## config.mk

```make
export PLATFORM = sky130hd
export DESIGN_NAME = pct_timebase
export DESIGN_NICKNAME = d
export VERILOG_FILES = /design/src/pct_pkg.sv /design/src/pct_edge_sync.sv /design/src/pct_timebase.sv
export SDC_FILE = /design/constraint.sdc
export NUM_CORES = 1
export LEC_CHECK = 0
export ABC_AREA = 1
export ABC_CLOCK_PERIOD_IN_PS = 2600
export BUFFER_PORTS_ARGS = -buffer_cell sky130_fd_sc_hd__buf_2
export CAP_MARGIN = 20
export CELL_PAD_IN_SITES_DETAIL_PLACEMENT = 1
export CELL_PAD_IN_SITES_GLOBAL_PLACEMENT = 1
export CORE_AREA = 5 5 164 166
export DETAILED_ROUTE_END_ITERATION = 10
export DIE_AREA = 0 0 169 171
export PLACE_DENSITY_LB_ADDON = 0.2
export SLEW_MARGIN = 20
export SYNTH_ARGS = -nofsm -noshare
export SYNTH_HDL_FRONTEND = slang
export SYNTH_HIERARCHICAL = 1
export SYNTH_SLANG_ARGS = --single-unit
export TNS_END_PERCENT = 100
```

## constraint.sdc

```tcl
create_clock -name clk -period 2.6 [get_ports clk]
set_clock_uncertainty 0.1 [all_clocks]
set_input_delay 0.52 -clock clk [delete_from_list [all_inputs] [get_ports clk]]
set_output_delay 0.52 -clock clk [all_outputs]
set_load 0.03 [all_outputs]
```

## src/pct_pkg.sv

```systemverilog
package pct_pkg;

    // register byte addresses
    localparam logic [7:0] A_CNT_LO  = 8'h00;
    localparam logic [7:0] A_CNT_HI  = 8'h04;
    localparam logic [7:0] A_MODE    = 8'h08;
    localparam logic [7:0] A_STAT    = 8'h0c;
    localparam logic [7:0] A_CLR     = 8'h10;
    localparam logic [7:0] A_IEN     = 8'h14;
    localparam logic [7:0] A_CHCTL   = 8'h18;
    localparam logic [7:0] A_CMP0    = 8'h20;
    localparam logic [7:0] A_CMP_END = 8'h38;

    localparam int NCH      = 6;
    localparam int WDT_CH   = 5;
    localparam int NSTAT    = 8;

    // mode register fields
    localparam int M_SEL    = 1;
    localparam int M_WDT    = 6;
    localparam int M_IDLE   = 7;
    localparam int M_CLEN   = 8;

    // status, clear and enable layout
    localparam int S_CF     = 0;
    localparam int S_PCF    = 1;
    localparam int S_CH0    = 2;

    // channel control fields
    localparam int C_IOEN   = 0;
    localparam int C_CMPEN  = 8;

    // prescaler figures
    localparam int DIV_SLOW = 12;
    localparam int DIV_FAST = 4;
    localparam int DIV_XOSC = 8;
    localparam logic [3:0] PRE_LAST  = 4'(DIV_SLOW - 1);
    localparam logic [1:0] FAST_LAST = 2'(DIV_FAST - 1);
    localparam logic [2:0] XOSC_LAST = 3'(DIV_XOSC - 1);
    localparam logic [15:0] CNT_MAX  = 16'hffff;

    typedef enum logic [2:0] {
        SRC_DIV12 = 3'b000,
        SRC_DIV4  = 3'b001,
        SRC_T0    = 3'b010,
        SRC_ECI   = 3'b011,
        SRC_SYS   = 3'b100,
        SRC_XOSC  = 3'b101,
        SRC_RSV6  = 3'b110,
        SRC_RSV7  = 3'b111
    } pct_src_e;

    typedef struct packed {
        logic        read;
        logic        write;
        logic [7:0]  address;
        logic [31:0] writedata;
    } pct_av_req_s;

endpackage

```

## src/pct_edge_sync.sv

```systemverilog
`timescale 1ns/10ps
`default_nettype none

module pct_edge_sync (
    // clock and reset
    input  wire logic clk,
    input  wire logic rstn,
    input  wire logic ce,
    // asynchronous pin
    input  wire logic din,
    // edge pulses
    output logic      rise,
    output logic      fall
);

    logic s1;
    logic s2;
    logic s3;

    always_ff @(posedge clk or negedge rstn) begin
        if (!rstn) begin
            s1 <= 1'b0;
            s2 <= 1'b0;
            s3 <= 1'b0;
        end else if (ce) begin
            s1 <= din;
            s2 <= s1;
            s3 <= s2;
        end
    end

    assign rise = s2 & ~s3;
    assign fall = ~s2 & s3;

endmodule // pct_edge_sync

`default_nettype wire

```

## src/pct_timebase.sv

```systemverilog
// How it works
// - sixteen-bit up-counter read by software as separate low and high bytes.
// - low-byte read latches high byte; next high-byte read returns that copy.
// - reading counter bytes never stalls, skips or resets counting.
// - three-bit select: sysclk/12, sysclk/4, timer-0 overflow, sysclk; 11x reserved.
// - code 011 counts falling edges of external input, up to sysclk/2.
// - code 101 counts external oscillator divided by 8, resynchronised first.
// - wrap from all ones to zero sets the overflow flag.
// - overflow raises interrupt only while its enable bit is one.
// - overflow flag stays set until software clears it.
// - idle-suspend bit zero keeps counting in idle; one halts it.
// - six 16-bit compare channels on the shared counter, each with I/O line.
// - channel 5 is watchdog after reset; mode writes restricted meanwhile.
// - partial flag set on carry into bit 8 to 11 per length setting.
`timescale 1ns/10ps
`default_nettype none

module pct_timebase (
    // clock and reset
    input  wire logic                 clk,
    input  wire logic                 rstn,
    input  wire logic                 ce,
    // register bus
    input  wire pct_pkg::pct_av_req_s av,
    output logic                      av_waitrequest,
    output logic [31:0]               av_readdata,
    // count sources and core state
    input  wire logic                 cpu_idle,
    input  wire logic                 t0_ovf,
    input  wire logic                 ext_count_input,
    input  wire logic                 ext_osc,
    // channel lines
    output logic [5:0]                channel_io_line,
    output logic [5:0]                channel_io_oe_n,
    // system outputs
    output logic                      watchdog_reset,
    output logic                      irq
);

    logic              ack;
    logic              req;
    logic              acc;
    logic              first;
    logic [15:0]       counter_array;
    logic [15:0]       next_count;
    logic [7:0]        snap;
    pct_pkg::pct_src_e timebase_select;
    logic              watchdog_channel;
    logic              idle_suspend;
    logic [1:0]        clen;
    logic [3:0]        pre;
    logic [2:0]        xdiv;
    logic [7:0]        status;
    logic [7:0]        ien;
    logic [7:0]        ev;
    logic [7:0]        clr;
    logic [5:0]        io_en;
    logic [5:0]        cmp_en;
    logic [15:0]       cmp [pct_pkg::NCH];
    logic [5:0]        match;
    logic [7:0]        cidx;
    logic              cmp_hit;
    logic              eci_fall;
    logic              xosc_rise;
    logic              xosc_tick;
    logic              active;
    logic              tick_src;
    logic              tick;
    logic              partial;
    logic [31:0]       next_rdata;

    // bus handshake: one wait cycle per access
    assign req            = av.read | av.write;
    assign av_waitrequest = req & ~ack;
    assign acc            = req & ack;
    assign first          = req & ~ack;

    always_ff @(posedge clk or negedge rstn) begin
        if (!rstn) begin
            ack <= 1'b0;
        end else if (ce) begin
            ack <= first;
        end
    end

    assign cmp_hit = (av.address >= pct_pkg::A_CMP0) && (av.address < pct_pkg::A_CMP_END)
                     && (av.address[1:0] == 2'h0);
    assign cidx    = (av.address - pct_pkg::A_CMP0) >> 2;

    always_comb begin
        next_rdata = 32'h0;
        if (cmp_hit) begin
            next_rdata = {16'h0, cmp[cidx[2:0]]};
        end else begin
            case (av.address)
                pct_pkg::A_CNT_LO: next_rdata = {24'h0, counter_array[7:0]};
                pct_pkg::A_CNT_HI: next_rdata = {24'h0, snap};
                pct_pkg::A_MODE:   next_rdata = {22'h0, clen, idle_suspend, watchdog_channel,
                                                 2'h0, timebase_select, 1'b0};
                pct_pkg::A_STAT:   next_rdata = {24'h0, status};
                pct_pkg::A_IEN:    next_rdata = {24'h0, ien};
                pct_pkg::A_CHCTL:  next_rdata = {18'h0, cmp_en, 2'h0, io_en};
                default:           next_rdata = 32'h0;
            endcase
        end
    end

    // read data and snapshot taken on the same edge
    always_ff @(posedge clk or negedge rstn) begin
        if (!rstn) begin
            av_readdata <= 32'h0;
        end else if (ce && first && av.read) begin
            av_readdata <= next_rdata;
        end
    end

    always_ff @(posedge clk or negedge rstn) begin
        if (!rstn) begin
            snap <= 8'h0;
        end else if (ce && first && av.read && av.address == pct_pkg::A_CNT_LO) begin
            snap <= counter_array[15:8];
        end
    end

    // mode register; watchdog blocks all but clearing its own bit
    always_ff @(posedge clk or negedge rstn) begin
        if (!rstn) begin
            timebase_select  <= pct_pkg::SRC_DIV12;
            watchdog_channel <= 1'b1;
            idle_suspend     <= 1'b0;
            clen             <= 2'h0;
        end else if (ce && acc && av.write && av.address == pct_pkg::A_MODE) begin
            watchdog_channel <= av.writedata[pct_pkg::M_WDT];
            if (!watchdog_channel) begin
                timebase_select <= pct_pkg::pct_src_e'(av.writedata[pct_pkg::M_SEL +: 3]);
                idle_suspend    <= av.writedata[pct_pkg::M_IDLE];
                clen            <= av.writedata[pct_pkg::M_CLEN +: 2];
            end
        end
    end

    always_ff @(posedge clk or negedge rstn) begin
        if (!rstn) begin
            ien <= 8'h0;
        end else if (ce && acc && av.write && av.address == pct_pkg::A_IEN) begin
            ien <= av.writedata[7:0];
        end
    end

    always_ff @(posedge clk or negedge rstn) begin
        if (!rstn) begin
            io_en  <= 6'h0;
            cmp_en <= 6'h0;
        end else if (ce && acc && av.write && av.address == pct_pkg::A_CHCTL) begin
            io_en  <= av.writedata[pct_pkg::C_IOEN +: 6];
            cmp_en <= av.writedata[pct_pkg::C_CMPEN +: 6];
        end
    end

    // count sources
    pct_edge_sync u_eci (
        .clk  (clk),
        .rstn (rstn),
        .ce   (ce),
        .din  (ext_count_input),
        .rise (),
        .fall (eci_fall)
    );

    pct_edge_sync u_xosc (
        .clk  (clk),
        .rstn (rstn),
        .ce   (ce),
        .din  (ext_osc),
        .rise (xosc_rise),
        .fall ()
    );

    assign active = ~(idle_suspend & cpu_idle);

    always_ff @(posedge clk or negedge rstn) begin
        if (!rstn) begin
            pre <= 4'h0;
        end else if (ce && active) begin
            pre <= (pre == pct_pkg::PRE_LAST) ? 4'h0 : pre + 4'h1;
        end
    end

    always_ff @(posedge clk or negedge rstn) begin
        if (!rstn) begin
            xdiv <= 3'h0;
        end else if (ce && xosc_rise) begin
            xdiv <= xdiv + 3'h1;
        end
    end

    assign xosc_tick = xosc_rise & (xdiv == pct_pkg::XOSC_LAST);

    always_comb begin
        tick_src = 1'b0;
        case (timebase_select)
            pct_pkg::SRC_DIV12: tick_src = (pre == pct_pkg::PRE_LAST);
            pct_pkg::SRC_DIV4:  tick_src = (pre[1:0] == pct_pkg::FAST_LAST);
            pct_pkg::SRC_T0:    tick_src = t0_ovf;
            pct_pkg::SRC_ECI:   tick_src = eci_fall;
            pct_pkg::SRC_SYS:   tick_src = 1'b1;
            pct_pkg::SRC_XOSC:  tick_src = xosc_tick;
            default:            tick_src = 1'b0;
        endcase
    end

    assign tick       = tick_src & active;
    assign next_count = counter_array + 16'h1;

    // bus reads never touch the counter
    always_ff @(posedge clk or negedge rstn) begin
        if (!rstn) begin
            counter_array <= 16'h0;
        end else if (ce && tick) begin
            counter_array <= next_count;
        end
    end

    always_comb begin
        partial = 1'b0;
        case (clen)
            2'h0: partial = &counter_array[7:0];
            2'h1: partial = &counter_array[8:0];
            2'h2: partial = &counter_array[9:0];
            2'h3: partial = &counter_array[10:0];
        endcase
    end

    // compare channels
    genvar gi;
    generate
        for (gi = 0; gi < pct_pkg::NCH; gi++) begin : g_ch
            logic wdt_arm;
            assign wdt_arm   = (gi == pct_pkg::WDT_CH) && watchdog_channel;
            assign match[gi] = tick && (cmp_en[gi] || wdt_arm) && next_count == cmp[gi];

            always_ff @(posedge clk or negedge rstn) begin
                if (!rstn) begin
                    cmp[gi] <= 16'h0;
                end else if (ce && acc && av.write && cmp_hit && cidx == 8'(gi)) begin
                    cmp[gi] <= av.writedata[15:0];
                end
            end

            always_ff @(posedge clk or negedge rstn) begin
                if (!rstn) begin
                    channel_io_line[gi] <= 1'b0;
                end else if (ce && match[gi]) begin
                    channel_io_line[gi] <= ~channel_io_line[gi];
                end
            end
        end
    endgenerate

    assign channel_io_oe_n = ~io_en;

    always_ff @(posedge clk or negedge rstn) begin
        if (!rstn) begin
            watchdog_reset <= 1'b0;
        end else if (ce) begin
            watchdog_reset <= match[pct_pkg::WDT_CH] & watchdog_channel;
        end
    end

    // sticky events, set wins over clear
    assign ev[pct_pkg::S_CF]       = tick & (counter_array == pct_pkg::CNT_MAX);
    assign ev[pct_pkg::S_PCF]      = tick & partial;
    assign ev[pct_pkg::S_CH0 +: 6] = match;
    assign clr = (acc && av.write && av.address == pct_pkg::A_CLR) ? av.writedata[7:0] : 8'h0;

    always_ff @(posedge clk or negedge rstn) begin
        if (!rstn) begin
            status <= 8'h0;
        end else if (ce) begin
            status <= (status & ~clr) | ev;
        end
    end

    assign irq = |(status & ien);
endmodule // pct_timebase

`default_nettype wire

```

== Yosys cells after proc, flatten, opt, wreduce, memory -nomap -nowiden ==
Cells that the tools add are included.

* $add $sub $neg: 4
* Order comparisons: 3
* Equality and inequality tests: 29
* Multiplexer cells: 9
* Bitwise operators: 28
* Reduce and logical (&&, ||, !) cells: 52

{| class="wikitable"
|+ Operator list
! kind !! count
|-
| equality test 16 bit || 6
|-
| one-hot mux 14 bit (6 select lines) || 1
|-
| binary-select mux 16 bit (select 3 bit) || 1
|-
| logical AND 1 bit || 40
|-
| 2-to-1 mux 16 bit || 2
|-
| 2-to-1 mux 32 bit || 1
|-
| equality test 8 x 5 -> 1 bit, second input constant || 3
|-
| adder 16 x 1 -> 16 bit, second input constant || 1
|-
| AND 8 bit || 2
|-
| equality test 16 bit, second input constant || 1
|-
| equality test 8 x 4 -> 1 bit, second input constant || 2
|-
| logical NOT 8 bit || 2
|-
| equality test 6 x 2 -> 1 bit, second input constant || 2
|-
| equality test 6 x 3 -> 1 bit, second input constant || 2
|-
| inverter 1 bit || 11
|-
| AND reduction 11 bit || 1
|-
| AND 1 bit || 10
|-
| AND reduction 10 bit || 1
|-
| equality test 3 bit, second input constant || 3
|-
| AND reduction 9 bit || 1
|-
| equality test 8 x 3 -> 1 bit, second input constant || 1
|-
| greater-or-equal comparator 8 x 6 -> 1 bit, second input constant || 1
|-
| < comparator 8 x 6 -> 1 bit, second input constant || 1
|-
| 2-to-1 mux 8 bit || 1
|-
| 24 further kinds || 28
|}

* Register bits: 208
* Bits of input ports: 49
* Word-level logic and storage cells: 158

== Logic depth before layout (Yosys ltp) ==
* Depth in word-level cells: 8
* Mapped depth: 18
* Mapped depth without buffers: 17

== Modules after synthesis ==
The synthesis kept the hierarchy.

{| class="wikitable"
|+ By module, submodules not included
! module !! times used !! cells an instance !! area an instance (um^2) !! seq. area each (um^2)
|-
| pct_timebase || 1 || 1486 || 10628.9 || 4655.7
|-
| pct_edge_sync || 2 || 17 || 127.6 || 75.1
|}

== Least setup slack after synthesis ==
OpenSTA, ideal clock, no wires.

* Path kind: register to register
* From: register counter_array[1]
* To: register channel_io_line[0]
* Data arrival time: 2.168 ns
* Data required time: 2.378 ns
* Setup slack: 0.210 ns
* Stages on the path, launching flop included: 17
* Path buffers: 1
* Clock period less this slack: 2.390 ns
* Cells stage by stage: dfrtp_1 -> ha_1 -> nand3_1 -> nor2_2 -> ha_1 -> clkbuf_1 -> inv_1 -> nand2_1 -> nand2_1 -> nor2_1 -> nand2_1 -> nor2_1 -> nand3_1 -> nor2_1 -> nand3_1 -> nor3_1 -> nor2_1

* Longest elaborated chain between the ends: 4

{| class="wikitable"
|+ RTL lines
! what !! line !! RTL
|-
| start, declared || pct_timebase.sv:44 || <nowiki>logic [15:0] counter_array;</nowiki>
|-
| start signal, assigned || pct_timebase.sv:220 || <nowiki>counter_array <= next_count;</nowiki>
|-
| adder 16 x 1 -> 16 bit || pct_timebase.sv:213 || <nowiki>assign next_count = counter_array + 16'h1;</nowiki>
|-
| via next_count[8] || pct_timebase.sv:45 || <nowiki>logic [15:0] next_count;</nowiki>
|-
| equality test 16 bit || pct_timebase.sv:240 || <nowiki>assign match[gi] = tick && (cmp_en[gi] || wdt_arm) && next_count == cmp[gi];</nowiki>
|-
| logical AND 1 bit || pct_timebase.sv:240 ||
|-
| logical AND 1 bit || pct_timebase.sv:253 || <nowiki>end else if (ce && match[gi]) begin</nowiki>
|-
| end signal, assigned by index || pct_timebase.sv:254 || <nowiki>channel_io_line[gi] <= ~channel_io_line[gi];</nowiki>
|-
| end, declared || pct_timebase.sv:33 || <nowiki>output logic [5:0] channel_io_line,</nowiki>
|}

The timed path passes the listed nets, and every way through them passes these cells.
A chain may end at the register's enable or synchronous reset.

== Worst setup path after layout ==
* From: register counter_array[1]
* To: register channel_io_line[1]

Same word-level chain as after synthesis.

==> flow_metrics.env <==
export IMPL_worstSetupPathType="reg2reg"
export IMPL_critPathBufInv=2
export IMPL_antenna_found_initial=1
export IMPL_slew_headroom_pct=53.3
export IMPL_area_delta_synth_final_pct=19.8
export IMPL_peakVddDrop_uv=295
export IMPL_track_usage_pct=30.8
export IMPL_path_clk_slew_ps=80
export IMPL_cp_cell_sequence="ha_4 -> nand3_4 -> nor2_4 -> ha_4 -> inv_4 -> buf_6 -> o21ai_2 -> nor2_2 -> nand2_2 -> nor2_4 -> nand3_2 -> nor2_2 -> nand2_1 -> nor2_2 -> nand3_2 -> nand2_1 -> nand2_1"
export IMPL_ys_warn_count=6
export IMPL_cp_start_kind="flop"
export IMPL_required_ps=2850
export IMPL_gr_total_overflow=0
export IMPL_initial_utilization_pct=42.7
export IMPL_hold_ws_ps=160
export IMPL_root_buffer="clkbuf_16"
export IMPL_max_stage_delay_ps=400
export IMPL_vias=11100
export IMPL_hold_violations=0
export IMPL_cts_tree="done"
export IMPL_power_density_nw_per_um2=533
export IMPL_cpMaxStageDelayCell="dfrtp_1"
export IMPL_slew_violations=0
export IMPL_end_kind="flop"
export IMPL_rsz0062_at_grt="yes"
export IMPL_filler_cell_count=3259
export IMPL_finalSetupViolations=0
export IMPL_io_pins=96
export IMPL_grt_max_degree=51
export IMPL_grt_pass1_wl_um=67900
export IMPL_fp_dieW_um=169
export IMPL_cp_max_fo=5
export IMPL_totalWireLength_um=44600
export IMPL_drc=0
export IMPL_portBuffers=63
export IMPL_leakagePower_uw=0.00621
export IMPL_cts_buffers=17
export IMPL_place_hpwl_um=33600
export IMPL_status="completed"
export IMPL_fmax_ghz=0.393
export IMPL_finalCritPeriodShare_pct=97.9
export IMPL_wire_per_inst_um=22.2
export IMPL_period_needed_ps=2540
export IMPL_grt_pass1_vias=11500
export IMPL_ant_nets=0
export IMPL_clk_latency_ps=460
export IMPL_utilization_pct=51.1
export IMPL_avgSynthCellArea_sq_um=7.17
export IMPL_die_y_um=171
export IMPL_die_area_sq_um=28900
export IMPL_postSynthCellCount=1516
export IMPL_core_area_sq_um=25500
export IMPL_nets=1715
export IMPL_dr_pass1_iters=7
export IMPL_rows=59
export IMPL_cp_arrival_ps=2790
export IMPL_drive_above_1_share_pct=17.8
export IMPL_min_path_type="in2reg"
export IMPL_antenna_cells=0
export IMPL_synth_area_sq_um=10900
export IMPL_viasPerCell=5.55
export IMPL_cts_sinks=192
export IMPL_htree_num_levels=4
export IMPL_drv_cap=0
export IMPL_path_delay_family="simple AND/OR/NAND/NOR gates"
export IMPL_worst_slew_pin_slew_ps=699
export IMPL_first_iter_violations=922
export IMPL_place_gp_congestion=0.968
export IMPL_clock_path_buffers=2
-- final timing paths --
check	start	endpoint	slack, ps	cells past startpoint
hold / removal	ext_count_input	u_eci/s1	160	3
hold reg to reg	u_xosc/s1	u_xosc/s1	390	2
max in group asynchronous	rstn	counter_array[2]	1160	3
min in group asynchronous	rstn	u_xosc/s3	460	2
setup reg to reg	counter_array[1]	channel_io_line[1]	60	17
setup / recovery	counter_array[1]	channel_io_line[1]	60	17
-- stage by stage --
stage | instance area (sq um) | setup WS (ps) | instances | TNS [ps] | power (uW)
finish | 13000 | 55.9 | 2007 | 0 | 6940
global route | 13000 | -66.9 | 2007 | -104 | 7200
CTS | 12800 | 0.865 | 2000 | 0 | 6920
detailed placement | 12100 | -154 | 1966 | -616 | 4270
global placement | 12100 | -31.6 | 1966 | -86.4 | 4230
floorplan | 10900 | 210 | 1531 | 0 | 3830
-- cells in the final DEF (no fill, tap or decap), types with 12 or more instances in the layout --
cell         n
nand4_1     15
buf_4      103
conb_1      16
nand2_2     23
nand2_1    483
clkbuf_16   17
nand3_1    104
inv_1      171
nor2_1      77
nor3_1      13
nor2_2      21
o21ai_0    181
buf_2       62
a21oi_1     16
o22ai_1     31
inv_2       12
dfrtp_1    191
-- routing by layer --
metal | vias to the layer above | global-route usage [%] | share of wire, %
li1 | 5178 | - | -
met2 | 389 | 50.6 | 46
met4 | 0 | 13.0 | 4.6
met3 | 118 | 5.43 | 6.7
met5 | - | 0 | 0
met1 | 5446 | 40.5 | 42
-- layout make-up --
class / count / area, sq um / area share, %
Tap cell: 335 / 419 / 3.22
Sequential cell: 192 / 4810 / 36.9
Clock inverter: 15 / 149 / 1.14
Clock buffer: 17 / 425 / 3.27
Timing Repair Buffer: 172 / 1200 / 9.20
Inverter: 188 / 709 / 5.45
Multi-Input combinational cell: 1088 / 5320 / 40.8
-- timing repair --
item / in CTS / in global routing
gates cloned: 0 / 0
hold endpoints to repair: 38 / 0
buffers inserted: 1 / 7
resized for setup: 9 / 52
endpoints found under the setup margin: 10 / 12
hold buffers: 1 / 0
pin swaps: 1 / 24
-- power by group --
group	leakage (uW)	internal (uW)	switching [uW]
clock network	0.000285	1280	1400
registers	0.00256	3110	101
logic	0.00336	329	709
-- worst min-delay path: stages --
cell,delay [ps]
buf_2,70
nand2_1,40
nand2_1,60
-- state kept, by name, summed over array words and instances (netlist names), 2 cells and up --
register,count
cmp,96
av_readdata,16
counter_array,16
ien,8
snap,8
status,8
channel_io_line,6
cmp_en,6
io_en,6
pre,4
timebase_select,3
xdiv,3
clen,2
Power figures use the tool's default switching activity.
